==> src/verilog/tdtg_pkg.sv <==
// shared constants, types and decoders for the dual sine tone generator
package tdtg_pkg;
  localparam logic [7:0] ADDR_CTRL_ONE = 8'hA0;
  localparam logic [7:0] ADDR_CTRL_TWO = 8'hA1;
  localparam logic [7:0] ADDR_A_LOW = 8'hA2;
  localparam logic [7:0] ADDR_A_HIGH = 8'hA3;
  localparam logic [7:0] ADDR_B_LOW = 8'hA4;
  localparam logic [7:0] ADDR_B_HIGH = 8'hA5;
  localparam logic [7:0] ADDR_REPEAT = 8'hA6;
  localparam logic [7:0] ADDR_ON = 8'hA7;
  localparam logic [7:0] ADDR_OFF = 8'hA8;

  localparam int RUN_BIT = 7;
  localparam int KEYMODE_BIT = 4;
  localparam int KEY_MSB = 3;
  localparam int SEL_MSB = 1;
  localparam int REPEAT_MSB = 2;
  localparam int PER_MSB = 5;

  localparam logic RST_RUN = 1'h0;
  localparam logic RST_KEYMODE = 1'h0;
  localparam logic [3:0] RST_KEY = 4'h0;
  localparam logic [1:0] RST_SEL = 2'h0;
  localparam logic [7:0] RST_A_LOW = 8'h55;
  localparam logic [7:0] RST_A_HIGH = 8'h15;
  localparam logic [7:0] RST_B_LOW = 8'h00;
  localparam logic [7:0] RST_B_HIGH = 8'h40;
  localparam logic [2:0] RST_REPEAT = 3'h0;
  localparam logic [5:0] RST_ON = 6'h02;
  localparam logic [5:0] RST_OFF = 6'h01;

  localparam logic [1:0] SEL_SUM = 2'h0;
  localparam logic [1:0] SEL_A = 2'h1;
  localparam logic [1:0] SEL_B = 2'h2;
  localparam logic [1:0] SEL_RAMP = 2'h3;

  localparam logic [5:0] PER_CONT = 6'h3F;
  localparam logic [5:0] PER_FINE_MAX = 6'h14;
  localparam logic [5:0] PER_COARSE_MIN = 6'h19;
  localparam logic [5:0] PER_COARSE_MAX = 6'h3C;
  localparam int FINE_STEP_MS = 10;
  localparam int COARSE_BASE_MS = 250;
  localparam int COARSE_STEP_MS = 50;
  localparam logic [2:0] REPEAT_FOREVER = 3'h7;

  localparam int CLK_PERIOD_NS = 10;
  localparam int MS_TIME_NS = 1000000;
  localparam int MS_CYCLES_DEF = MS_TIME_NS / CLK_PERIOD_NS;
  localparam logic [15:0] QUARTER_PHASE = 16'h4000;
  localparam logic [14:0] SINE_PEAK = 15'h7FFF;
  localparam logic signed [16:0] RAMP_TOP = 17'sh07FFF;

  localparam logic [14:0] SINE_QUARTER [32] = '{
    15'h0000, 15'h0648, 15'h0C8C, 15'h12C8, 15'h18F9, 15'h1F1A, 15'h2528,
    15'h2B1F, 15'h30FB, 15'h36BA, 15'h3C56, 15'h41CE, 15'h471C, 15'h4C3F,
    15'h5133, 15'h55F5, 15'h5A82, 15'h5ED7, 15'h62F2, 15'h66CF, 15'h6A6D,
    15'h6DC9, 15'h70E2, 15'h73B5, 15'h7641, 15'h7884, 15'h7A7C, 15'h7C29,
    15'h7D89, 15'h7E9C, 15'h7F61, 15'h7FD8};
  // keypad step words for the 12 kHz sample family
  localparam logic [15:0] KEY_ROW_STEP [4] = '{
    16'h0EDE, 16'h106C, 16'h122C, 16'h1412};
  localparam logic [15:0] KEY_COL_STEP [4] = '{
    16'h19CA, 16'h1C7F, 16'h1F81, 16'h22D5};

  typedef enum logic [2:0] {
    TDTG_IDLE = 3'b001,
    TDTG_ON = 3'b010,
    TDTG_OFF = 3'b100
  } tdtg_state_t;

  typedef struct packed {
    logic wrEn;
    logic [7:0] addr;
    logic [7:0] wrData;
  } tdtg_reg_req_t;

  typedef struct packed {
    logic valid;
    logic signed [15:0] data;
  } tdtg_sample_t;

  function automatic logic [11:0] tdtgPeriodMs(input logic [5:0] code);
    if (code != 6'h00 && code <= PER_FINE_MAX) begin
      tdtgPeriodMs = 12'(int'(code) * FINE_STEP_MS);
    end else if (code >= PER_COARSE_MIN && code <= PER_COARSE_MAX) begin
      tdtgPeriodMs = 12'(COARSE_BASE_MS +
        (int'(code) - int'(PER_COARSE_MIN)) * COARSE_STEP_MS);
    end else begin
      tdtgPeriodMs = 12'(FINE_STEP_MS);
    end
  endfunction

  function automatic logic [5:0] tdtgRepeatTarget(input logic [2:0] code);
    case (code)
      3'h0: tdtgRepeatTarget = 6'h01;
      3'h1: tdtgRepeatTarget = 6'h02;
      3'h2: tdtgRepeatTarget = 6'h03;
      3'h3: tdtgRepeatTarget = 6'h04;
      3'h4: tdtgRepeatTarget = 6'h08;
      3'h5: tdtgRepeatTarget = 6'h10;
      3'h6: tdtgRepeatTarget = 6'h20;
      default: tdtgRepeatTarget = 6'h00;
    endcase
  endfunction

  function automatic logic [1:0] tdtgKeyRow(input logic [3:0] k);
    if (k == 4'h0 || k >= 4'hE) begin
      tdtgKeyRow = 2'h3;
    end else if (k >= 4'hA) begin
      tdtgKeyRow = 2'(k - 4'hA);
    end else begin
      tdtgKeyRow = 2'((k - 4'h1) / 4'h3);
    end
  endfunction

  function automatic logic [1:0] tdtgKeyCol(input logic [3:0] k);
    if (k == 4'h0) begin
      tdtgKeyCol = 2'h1;
    end else if (k == 4'hE) begin
      tdtgKeyCol = 2'h0;
    end else if (k == 4'hF) begin
      tdtgKeyCol = 2'h2;
    end else if (k >= 4'hA) begin
      tdtgKeyCol = 2'h3;
    end else begin
      tdtgKeyCol = 2'((k - 4'h1) % 4'h3);
    end
  endfunction
endpackage

==> src/verilog/tdtg_sine_rom.sv <==
// quarter-wave sine lookup with registered output
`timescale 1ns/1ps
module tdtg_sine_rom
  import tdtg_pkg::*;
(
  input wire logic clk_sys,
  input wire logic rst,
  input wire logic [15:0] phase,
  output logic signed [15:0] sine
);
  typedef struct packed {
    logic signed [15:0] sine;
  } tdtg_rom_t;

  tdtg_rom_t s_r;
  tdtg_rom_t s_nxt;

  always_comb begin
    logic [4:0] idx;
    logic [14:0] mag;
    idx = phase[13:9];
    mag = SINE_QUARTER[idx];
    s_nxt = s_r;
    // falling quarters read the table mirrored, peak at the fold
    if (phase[14]) begin
      mag = (idx == 5'h00) ? SINE_PEAK : SINE_QUARTER[5'(-idx)];
    end
    s_nxt.sine = phase[15] ? -$signed({1'b0, mag}) : $signed({1'b0, mag});
  end

  always_ff @(posedge clk_sys) begin
    if (rst) begin
      s_r <= '0;
    end else begin
      s_r <= s_nxt;
    end
  end

  assign sine = s_r.sine;
endmodule

==> src/verilog/tdtg_burst_timer.sv <==
// millisecond down-counter for burst on and off periods
`timescale 1ns/1ps
module tdtg_burst_timer
  import tdtg_pkg::*;
#(
  parameter int MS_CYCLES = MS_CYCLES_DEF
) (
  input wire logic clk_sys,
  input wire logic rst,
  input wire logic load,
  input wire logic [11:0] loadMs,
  output logic expired
);
  localparam int PW = $clog2(MS_CYCLES + 1);

  typedef struct packed {
    logic [PW-1:0] pre;
    logic [11:0] remain;
    logic busy;
  } tdtg_tmr_t;

  tdtg_tmr_t s_r;
  tdtg_tmr_t s_nxt;

  always_comb begin
    s_nxt = s_r;
    if (load) begin
      s_nxt.pre = '0;
      s_nxt.remain = loadMs;
      s_nxt.busy = 1'b1;
    end else if (s_r.busy) begin
      if (s_r.pre == PW'(MS_CYCLES - 1)) begin
        s_nxt.pre = '0;
        s_nxt.remain = s_r.remain - 12'h001;
        if (s_r.remain <= 12'h001) begin
          s_nxt.busy = 1'b0;
        end
      end else begin
        s_nxt.pre = s_r.pre + PW'(1);
      end
    end
  end

  always_ff @(posedge clk_sys) begin
    if (rst) begin
      s_r <= '0;
    end else begin
      s_r <= s_nxt;
    end
  end

  // flagged in the last cycle so a reload lands exactly one period on
  assign expired = s_r.busy && (s_r.pre == PW'(MS_CYCLES - 1)) &&
    (s_r.remain <= 12'h001);
endmodule

==> src/verilog/tdtg_tone_gen.sv <==
// dual sine tone generator with keypad tones and counted bursts
`timescale 1ns/1ps
module tdtg_tone_gen
  import tdtg_pkg::*;
#(
  parameter int MS_CYCLES = MS_CYCLES_DEF
) (
  input wire logic clk_sys,
  input wire logic rst,
  input wire tdtg_reg_req_t regReq,
  input wire logic sampleTick,
  output logic [7:0] regRdData,
  output tdtg_sample_t toneOut,
  output logic toneActive
);
  typedef struct packed {
    logic run;
    logic keyMode;
    logic [3:0] key;
    logic [1:0] sel;
    logic [7:0] aLow;
    logic [7:0] aHigh;
    logic [7:0] bLow;
    logic [7:0] bHigh;
    logic [2:0] repeatCode;
    logic [5:0] onPer;
    logic [5:0] offPer;
    tdtg_state_t state;
    logic [5:0] cycDone;
    logic [15:0] phaseA;
    logic [15:0] phaseB;
    logic tickD1;
    logic signed [15:0] sample;
    logic valid;
    logic active;
    logic [7:0] rdData;
  } tdtg_core_t;

  tdtg_core_t s_r;
  tdtg_core_t s_nxt;

  logic signed [15:0] sineA;
  logic signed [15:0] sineB;
  logic [15:0] romAddrA;
  logic tmrLoad;
  logic [11:0] tmrMs;
  logic tmrExpired;

  function automatic logic addrHit(input tdtg_reg_req_t req,
                                   input logic [7:0] addr);
    addrHit = req.wrEn && (req.addr == addr);
  endfunction

  // in ramp mode the first lookup is shifted a quarter turn to give cos
  always_comb begin
    if (s_r.sel == SEL_RAMP) begin
      romAddrA = s_r.phaseA + QUARTER_PHASE;
    end else begin
      romAddrA = s_r.phaseA;
    end
  end

  tdtg_sine_rom u_rom_a (
    .clk_sys(clk_sys),
    .rst(rst),
    .phase(romAddrA),
    .sine(sineA)
  );

  tdtg_sine_rom u_rom_b (
    .clk_sys(clk_sys),
    .rst(rst),
    .phase(s_r.phaseB),
    .sine(sineB)
  );

  tdtg_burst_timer #(
    .MS_CYCLES(MS_CYCLES)
  ) u_timer (
    .clk_sys(clk_sys),
    .rst(rst),
    .load(tmrLoad),
    .loadMs(tmrMs),
    .expired(tmrExpired)
  );

  always_comb begin
    logic [15:0] stepA;
    logic [15:0] stepB;
    logic signed [16:0] sumAB;
    logic signed [16:0] ramp;
    logic signed [15:0] mixed;
    logic onCont;
    logic offCont;
    logic startReq;
    logic zeroCross;
    logic [5:0] target;
    logic [5:0] doneNext;
    stepA = {s_r.aHigh, s_r.aLow};
    stepB = {s_r.bHigh, s_r.bLow};
    sumAB = 17'(sineA) + 17'(sineB);
    ramp = RAMP_TOP - 17'(sineA);
    mixed = '0;
    onCont = (s_r.onPer == PER_CONT);
    offCont = (s_r.offPer == PER_CONT);
    startReq = addrHit(regReq, ADDR_CTRL_ONE) && regReq.wrData[RUN_BIT];
    zeroCross = 1'b0;
    target = tdtgRepeatTarget(s_r.repeatCode);
    doneNext = s_r.cycDone + 6'h01;
    tmrLoad = 1'b0;
    tmrMs = tdtgPeriodMs(s_r.onPer);
    s_nxt = s_r;
    s_nxt.valid = 1'b0;
    s_nxt.tickD1 = sampleTick;

    // keypad mode replaces both step words with the key's tone pair
    if (s_r.keyMode) begin
      stepA = KEY_ROW_STEP[tdtgKeyRow(s_r.key)];
      stepB = KEY_COL_STEP[tdtgKeyCol(s_r.key)];
    end

    // register writes
    if (addrHit(regReq, ADDR_CTRL_ONE)) begin
      s_nxt.run = regReq.wrData[RUN_BIT];
      s_nxt.keyMode = regReq.wrData[KEYMODE_BIT];
      s_nxt.key = regReq.wrData[KEY_MSB:0];
    end else if (addrHit(regReq, ADDR_CTRL_TWO)) begin
      s_nxt.sel = regReq.wrData[SEL_MSB:0];
    end else if (addrHit(regReq, ADDR_A_LOW)) begin
      s_nxt.aLow = regReq.wrData;
    end else if (addrHit(regReq, ADDR_A_HIGH)) begin
      s_nxt.aHigh = regReq.wrData;
    end else if (addrHit(regReq, ADDR_B_LOW)) begin
      s_nxt.bLow = regReq.wrData;
    end else if (addrHit(regReq, ADDR_B_HIGH)) begin
      s_nxt.bHigh = regReq.wrData;
    end else if (addrHit(regReq, ADDR_REPEAT)) begin
      s_nxt.repeatCode = regReq.wrData[REPEAT_MSB:0];
    end else if (addrHit(regReq, ADDR_ON)) begin
      s_nxt.onPer = regReq.wrData[PER_MSB:0];
    end else if (addrHit(regReq, ADDR_OFF)) begin
      s_nxt.offPer = regReq.wrData[PER_MSB:0];
    end

    // output selector
    case (s_r.sel)
      SEL_SUM: mixed = sumAB[16:1];
      SEL_A: mixed = sineA;
      SEL_B: mixed = sineB;
      default: mixed = ramp[16:1];
    endcase
    if (s_r.state != TDTG_ON) begin
      mixed = '0;
    end

    // new sample one cycle after the tick, taken from the lookup of the phase before it advanced
    if (s_r.tickD1) begin
      s_nxt.sample = mixed;
      s_nxt.valid = 1'b1;
      zeroCross = (mixed == 16'sh0000) || (mixed[15] != s_r.sample[15]);
    end

    // burst sequencer
    case (s_r.state)
      TDTG_IDLE: begin
        if (startReq) begin
          s_nxt.state = TDTG_ON;
          s_nxt.cycDone = '0;
          s_nxt.phaseA = '0;
          s_nxt.phaseB = '0;
          tmrLoad = !onCont;
        end
      end
      TDTG_ON: begin
        if (sampleTick) begin
          s_nxt.phaseA = s_r.phaseA + stepA;
          s_nxt.phaseB = s_r.phaseB + stepB;
        end
        if (onCont) begin
          if (!s_r.run && s_r.tickD1 && zeroCross) begin
            s_nxt.state = TDTG_IDLE;
          end
        end else if (tmrExpired) begin
          s_nxt.state = TDTG_OFF;
          tmrMs = tdtgPeriodMs(s_r.offPer);
          tmrLoad = !offCont;
        end
      end
      TDTG_OFF: begin
        if (offCont) begin
          if (!s_r.run) begin
            s_nxt.state = TDTG_IDLE;
          end
        end else if (tmrExpired) begin
          s_nxt.cycDone = doneNext;
          if (target != 6'h00 && doneNext >= target) begin
            s_nxt.state = TDTG_IDLE;
            // a run write in this same cycle keeps its value
            if (!addrHit(regReq, ADDR_CTRL_ONE)) begin
              s_nxt.run = 1'b0;
            end
          end else if (!s_r.run) begin
            s_nxt.state = TDTG_IDLE;
          end else begin
            s_nxt.state = TDTG_ON;
            tmrLoad = !onCont;
          end
        end
      end
      default: begin
        s_nxt.state = TDTG_IDLE;
      end
    endcase

    s_nxt.active = (s_nxt.state != TDTG_IDLE);

    // read data, one cycle after the address
    if (regReq.addr == ADDR_CTRL_ONE) begin
      s_nxt.rdData = {s_r.run, 2'h0, s_r.keyMode, s_r.key};
    end else if (regReq.addr == ADDR_CTRL_TWO) begin
      s_nxt.rdData = {6'h00, s_r.sel};
    end else if (regReq.addr == ADDR_A_LOW) begin
      s_nxt.rdData = s_r.aLow;
    end else if (regReq.addr == ADDR_A_HIGH) begin
      s_nxt.rdData = s_r.aHigh;
    end else if (regReq.addr == ADDR_B_LOW) begin
      s_nxt.rdData = s_r.bLow;
    end else if (regReq.addr == ADDR_B_HIGH) begin
      s_nxt.rdData = s_r.bHigh;
    end else if (regReq.addr == ADDR_REPEAT) begin
      s_nxt.rdData = {5'h00, s_r.repeatCode};
    end else if (regReq.addr == ADDR_ON) begin
      s_nxt.rdData = {2'h0, s_r.onPer};
    end else if (regReq.addr == ADDR_OFF) begin
      s_nxt.rdData = {2'h0, s_r.offPer};
    end else begin
      s_nxt.rdData = 8'h00;
    end
  end

  always_ff @(posedge clk_sys) begin
    if (rst) begin
      s_r <= '0;
      s_r.run <= RST_RUN;
      s_r.keyMode <= RST_KEYMODE;
      s_r.key <= RST_KEY;
      s_r.sel <= RST_SEL;
      s_r.aLow <= RST_A_LOW;
      s_r.aHigh <= RST_A_HIGH;
      s_r.bLow <= RST_B_LOW;
      s_r.bHigh <= RST_B_HIGH;
      s_r.repeatCode <= RST_REPEAT;
      s_r.onPer <= RST_ON;
      s_r.offPer <= RST_OFF;
      s_r.state <= TDTG_IDLE;
    end else begin
      s_r <= s_nxt;
    end
  end

  assign regRdData = s_r.rdData;
  assign toneOut.valid = s_r.valid;
  assign toneOut.data = s_r.sample;
  assign toneActive = s_r.active;
endmodule

==> config.mk <==
export PLATFORM = sky130hd
export DESIGN_NAME = tdtg_tone_gen
export DESIGN_NICKNAME = d
export VERILOG_FILES = /design/src/verilog/tdtg_pkg.sv /design/src/verilog/tdtg_sine_rom.sv /design/src/verilog/tdtg_burst_timer.sv /design/src/verilog/tdtg_tone_gen.sv
export SDC_FILE = /design/constraint.sdc
export NUM_CORES = 1
export LEC_CHECK = 0
export ABC_AREA = 1
export BUFFER_PORTS_ARGS = -buffer_cell sky130_fd_sc_hd__buf_2
export CAP_MARGIN = 40
export CORE_AREA = 2 2 212 214
export DETAILED_ROUTE_END_ITERATION = 7
export DIE_AREA = 0 0 214 216
export PLACE_DENSITY = 0.67
export SLEW_MARGIN = 25
export SYNTH_ARGS = -nofsm -noshare
export SYNTH_HDL_FRONTEND = slang
export SYNTH_SLANG_ARGS = --single-unit
==> constraint.sdc <==
create_clock -name clk_sys -period 4.2 [get_ports clk_sys]
set_input_delay 1.26 -clock clk_sys [delete_from_list [all_inputs] [get_ports clk_sys]]
set_output_delay 1.26 -clock clk_sys [all_outputs]
set_load 0.01 [all_outputs]
==> flow_metrics.env <==
export IMPL_grt_use_total_pct=23.07
export IMPL_port_buffers=45
export IMPL_synth_xor_area_share_pct=3.183
export IMPL_grt_antenna_before_repair=2
export IMPL_wl_per_cell_um=16.20
export IMPL_ys_async_sr_fraction_pct=0
export IMPL_drt_first_pass_iters=6
export IMPL_grt_first_pass_wirelength_mm=88.39
export IMPL_gr_total_overflow=0
export IMPL_drtIter0Drc=1702
export IMPL_via_per_inst=5.466
export IMPL_critPathLaunchType="flip-flop"
export IMPL_drv_cap=0
export IMPL_cp_slowest_cell="dfxtp_2"
export IMPL_max_stage_delay_ns=0.34
export IMPL_fmax_mhz=235.0
export IMPL_peakVddDrop_mv=0.2858
export IMPL_slew_viol_final=0
export IMPL_numCtsBuffers=17
export IMPL_setup_viol=2
export IMPL_synthFlopType="dfxtp_1"
export IMPL_die_area_mm2=0.04622
export IMPL_dp_hpwl_mm=41.89
export IMPL_cts_path_max_buffers=2
export IMPL_total_power_mw=3.667
export IMPL_synth_top_cell_by_area="dfxtp_1"
export IMPL_utilization_pct=45.09
export IMPL_synth_cell_type_count=62
export IMPL_area_growth_pct=14.00
export IMPL_maxSlewHeadroom_pct=42.74
export IMPL_vias=18612
export IMPL_fin_crit_sh_pct=101.3
export IMPL_cts_root_buf="clkbuf_16"
export IMPL_seq_area_frac_synth_pct=21.36
export IMPL_io_pins=46
export IMPL_rsz0062_at_grt="true"
export IMPL_synth_seq_cells=185
export IMPL_syn_avg_cell_area_um2=6.350
export IMPL_fin_nets=3008
export IMPL_synth_enable_flop_cells=0
export IMPL_path_common_cell="inv_2"
export IMPL_layout_drive_gt1_share_pct=14.11
export IMPL_cts_max_level=4
export IMPL_coreArea_mm2=0.04384
export IMPL_cp_end_kind="flip-flop"
export IMPL_tritoncts="yes"
export IMPL_layout_min_cycle_time_ns=4.255
export IMPL_cts_sinks=185
export IMPL_critical_path_max_fanout=3
export IMPL_post_synth_fa_ha_maj_area_fraction_pct=14.22
export IMPL_p_leak_nw=9.294
export IMPL_hold_viol=0
export IMPL_fin_skew_ns=0.01603
export IMPL_netlist_area_mm2=0.01734
export IMPL_synth_top_area_share_pct=21.36
export IMPL_setup_ws_ns=-0.05464
export IMPL_rows=77
export IMPL_arrival_ns=4.61
export IMPL_yosys_warnings=0
export IMPL_fp_dieH_um=216
export IMPL_yosys_area_share_simple_pct=29.81
export IMPL_die_w_um=214
export IMPL_violations="negative setup slack"
export IMPL_synth_compound_area_share_pct=20.89
export IMPL_drc=0
export IMPL_synthCells=2730
export IMPL_cts_clk_slew_worst_paths_ns=0.08
export IMPL_worst_slew_pin_slew_ns=0.8589
export IMPL_yosys_top_cells_area="dfxtp_1, nand2_1, ha_1"
export IMPL_place_gp_congestion=0.9592
export IMPL_status="complete, but fails checks"
export IMPL_pwr_density_cell_mw_per_mm2=185.5
export IMPL_grt_max_degree=65
export IMPL_synth_top_family_by_area="simple AND/OR/NAND/NOR gates"
export IMPL_muxShareOfSynthArea_pct=0
export IMPL_critPathKind="flip-flop to flip-flop"
export IMPL_n_antenna_cell=0
export IMPL_hp_class="flip-flop to flip-flop"
export IMPL_ant_nets=0
export IMPL_required_ns=4.55
export IMPL_routed_wl_mm=55.17
export IMPL_grt_pass1_vias=17235
export IMPL_synthesis_nets=2938
export IMPL_clkLatencyLatePin_ns=0.46
export IMPL_initial_utilization_pct=39.55
## registers in the layout, indices dropped and copies added (netlist names)
name / count
s_r: 97
u_timer.s_r: 30
toneOut: 17
u_rom_a.sine: 16
u_rom_b.sine: 16
regRdData: 8
toneActive: 1
## where the power goes
group	leakage (nW)	switching [mW]	internal, mW	total (mW)
Combinational	7.51	0.118	0.0576	0.175
Sequential	1.49	0.00691	1.76	1.77
Clock	0.288	0.809	0.912	1.72
## per-stage QoR
stage / hold WS, ns / TNS [ns] / std cells / cell area (µm²) / worst slack, ns
after floorplan: 0.4388 / -0.01302 / 2730 / 17350 / -0.01302
after global placement: 0.4581 / -0.4008 / 3354 / 18450 / -0.1286
after detailed placement: 0.4584 / -2.204 / 3355 / 18460 / -0.2765
after CTS: 0.4702 / -0.007208 / 3391 / 19150 / -0.007208
after global routing: 0.4858 / -2.978 / 3405 / 19760 / -0.2963
final: 0.4726 / -0.09616 / 3405 / 19760 / -0.05464
## cell usage after synthesis (4+ instances only)
cell       count
buf_2         18
clkinv_1      11
o21ai_0      238
nand4_1       23
o21ai_1       20
buf_1          5
o211ai_1      30
dfxtp_1      185
nor2_4         7
a31oi_1       16
a21oi_1      274
fa_1          15
nand2_1      633
nand2_2       15
buf_4         38
ha_1         173
nand3_1      209
nor4_1         6
clkbuf_1      48
buf_6          4
inv_1        294
nor3_1        50
o221ai_1       9
nor2_2         4
nand2_4        4
o2111ai_1      6
nor2_1       223
xor2_1        41
or2_2         13
xnor2_1       22
inv_2         15
o31ai_1        6
o22ai_1       12
nand3b_1       8
a221oi_1      11
## placed cells by master, fill, tap and decap left out, drive strengths merged, types with 6 or more instances in the layout
| cell | count |
|---|---|
| a21oi | 276 |
| o211ai | 31 |
| inv | 317 |
| nor3 | 51 |
| ha | 173 |
| o221ai | 9 |
| nor2 | 234 |
| dfxtp | 185 |
| nor4 | 7 |
| a31oi | 16 |
| nand2 | 652 |
| or2 | 14 |
| nand4 | 24 |
| nand3b | 8 |
| o21ai | 260 |
| xor2 | 41 |
| nand3 | 211 |
| a221oi | 11 |
| fa | 15 |
| buf | 164 |
| o22ai | 12 |
| o2111ai | 6 |
| o31ai | 7 |
| clkinv | 13 |
| xnor2 | 22 |
| clkbuf | 19 |
## cell type report
type	instances	area (µm²)
inverters	321	1210
well taps	592	740.7
flip-flops and latches	185	3710
clock inverters	13	156.4
multi-input cells	2111	12350
fillers	4497	24070
clock buffers	19	442.9
repair buffers	164	1154
## per-layer routing
metal	GRT usage, %	vias to the layer above	wire [µm]
met5	0	-	26
met4	8.951	4	1943
met3	2.777	122	3292
met2	38.27	681	25510
met1	30.55	8546	24400
li1	-	9259	-
## critical path: cells and delay by family, from the launching register on
kind / cells / cell delay [ns]
AOI/OAI and AO/OA: 8 / 1.08
adders and majority gates: 5 / 1.01
and+or+nand+nor: 10 / 0.92
buffers and inverters: 6 / 0.43
DFF: 1 / 0.34
xor gates and xnor gates: 2 / 0.33
## what timing repair did
action / CTS / global route
setup endpoints to repair: 16 / 27
resized for setup: 26 / 143
pin swaps: 10 / 78
hold buffers: 0 / 0
buffers inserted: 4 / 14
## final timing paths
path                         startpoint              endpoint  slack, ns  depth (start not counted)
setup / recovery  s_r[117]$_SDFFE_PP0P_  s_r[42]$_SDFFE_PP0P_      -0.05                         31
hold / removal     s_r[27]$_SDFFE_PP0P_  s_r[27]$_SDFFE_PP0P_       0.47                          2
setup reg to reg  s_r[117]$_SDFFE_PP0P_  s_r[42]$_SDFFE_PP0P_      -0.05                         31
hold reg to reg    s_r[27]$_SDFFE_PP0P_  s_r[27]$_SDFFE_PP0P_       0.47                          2
## logic make-up (layout without fill, tap and decap cells)
| group | after synthesis | after routing |
|---|---|---|
| AO/OA/AOI/OAI | 656 | 656 |
| XOR/XNOR | 63 | 63 |
| adder cells (fa/ha/maj) | 188 | 188 |
| buffers and inverters | 434 | 517 |
| flip-flops | 185 | 185 |
| AND/OR/NAND/NOR | 1204 | 1204 |
Note: power is estimated with default switching activity, not from simulation.
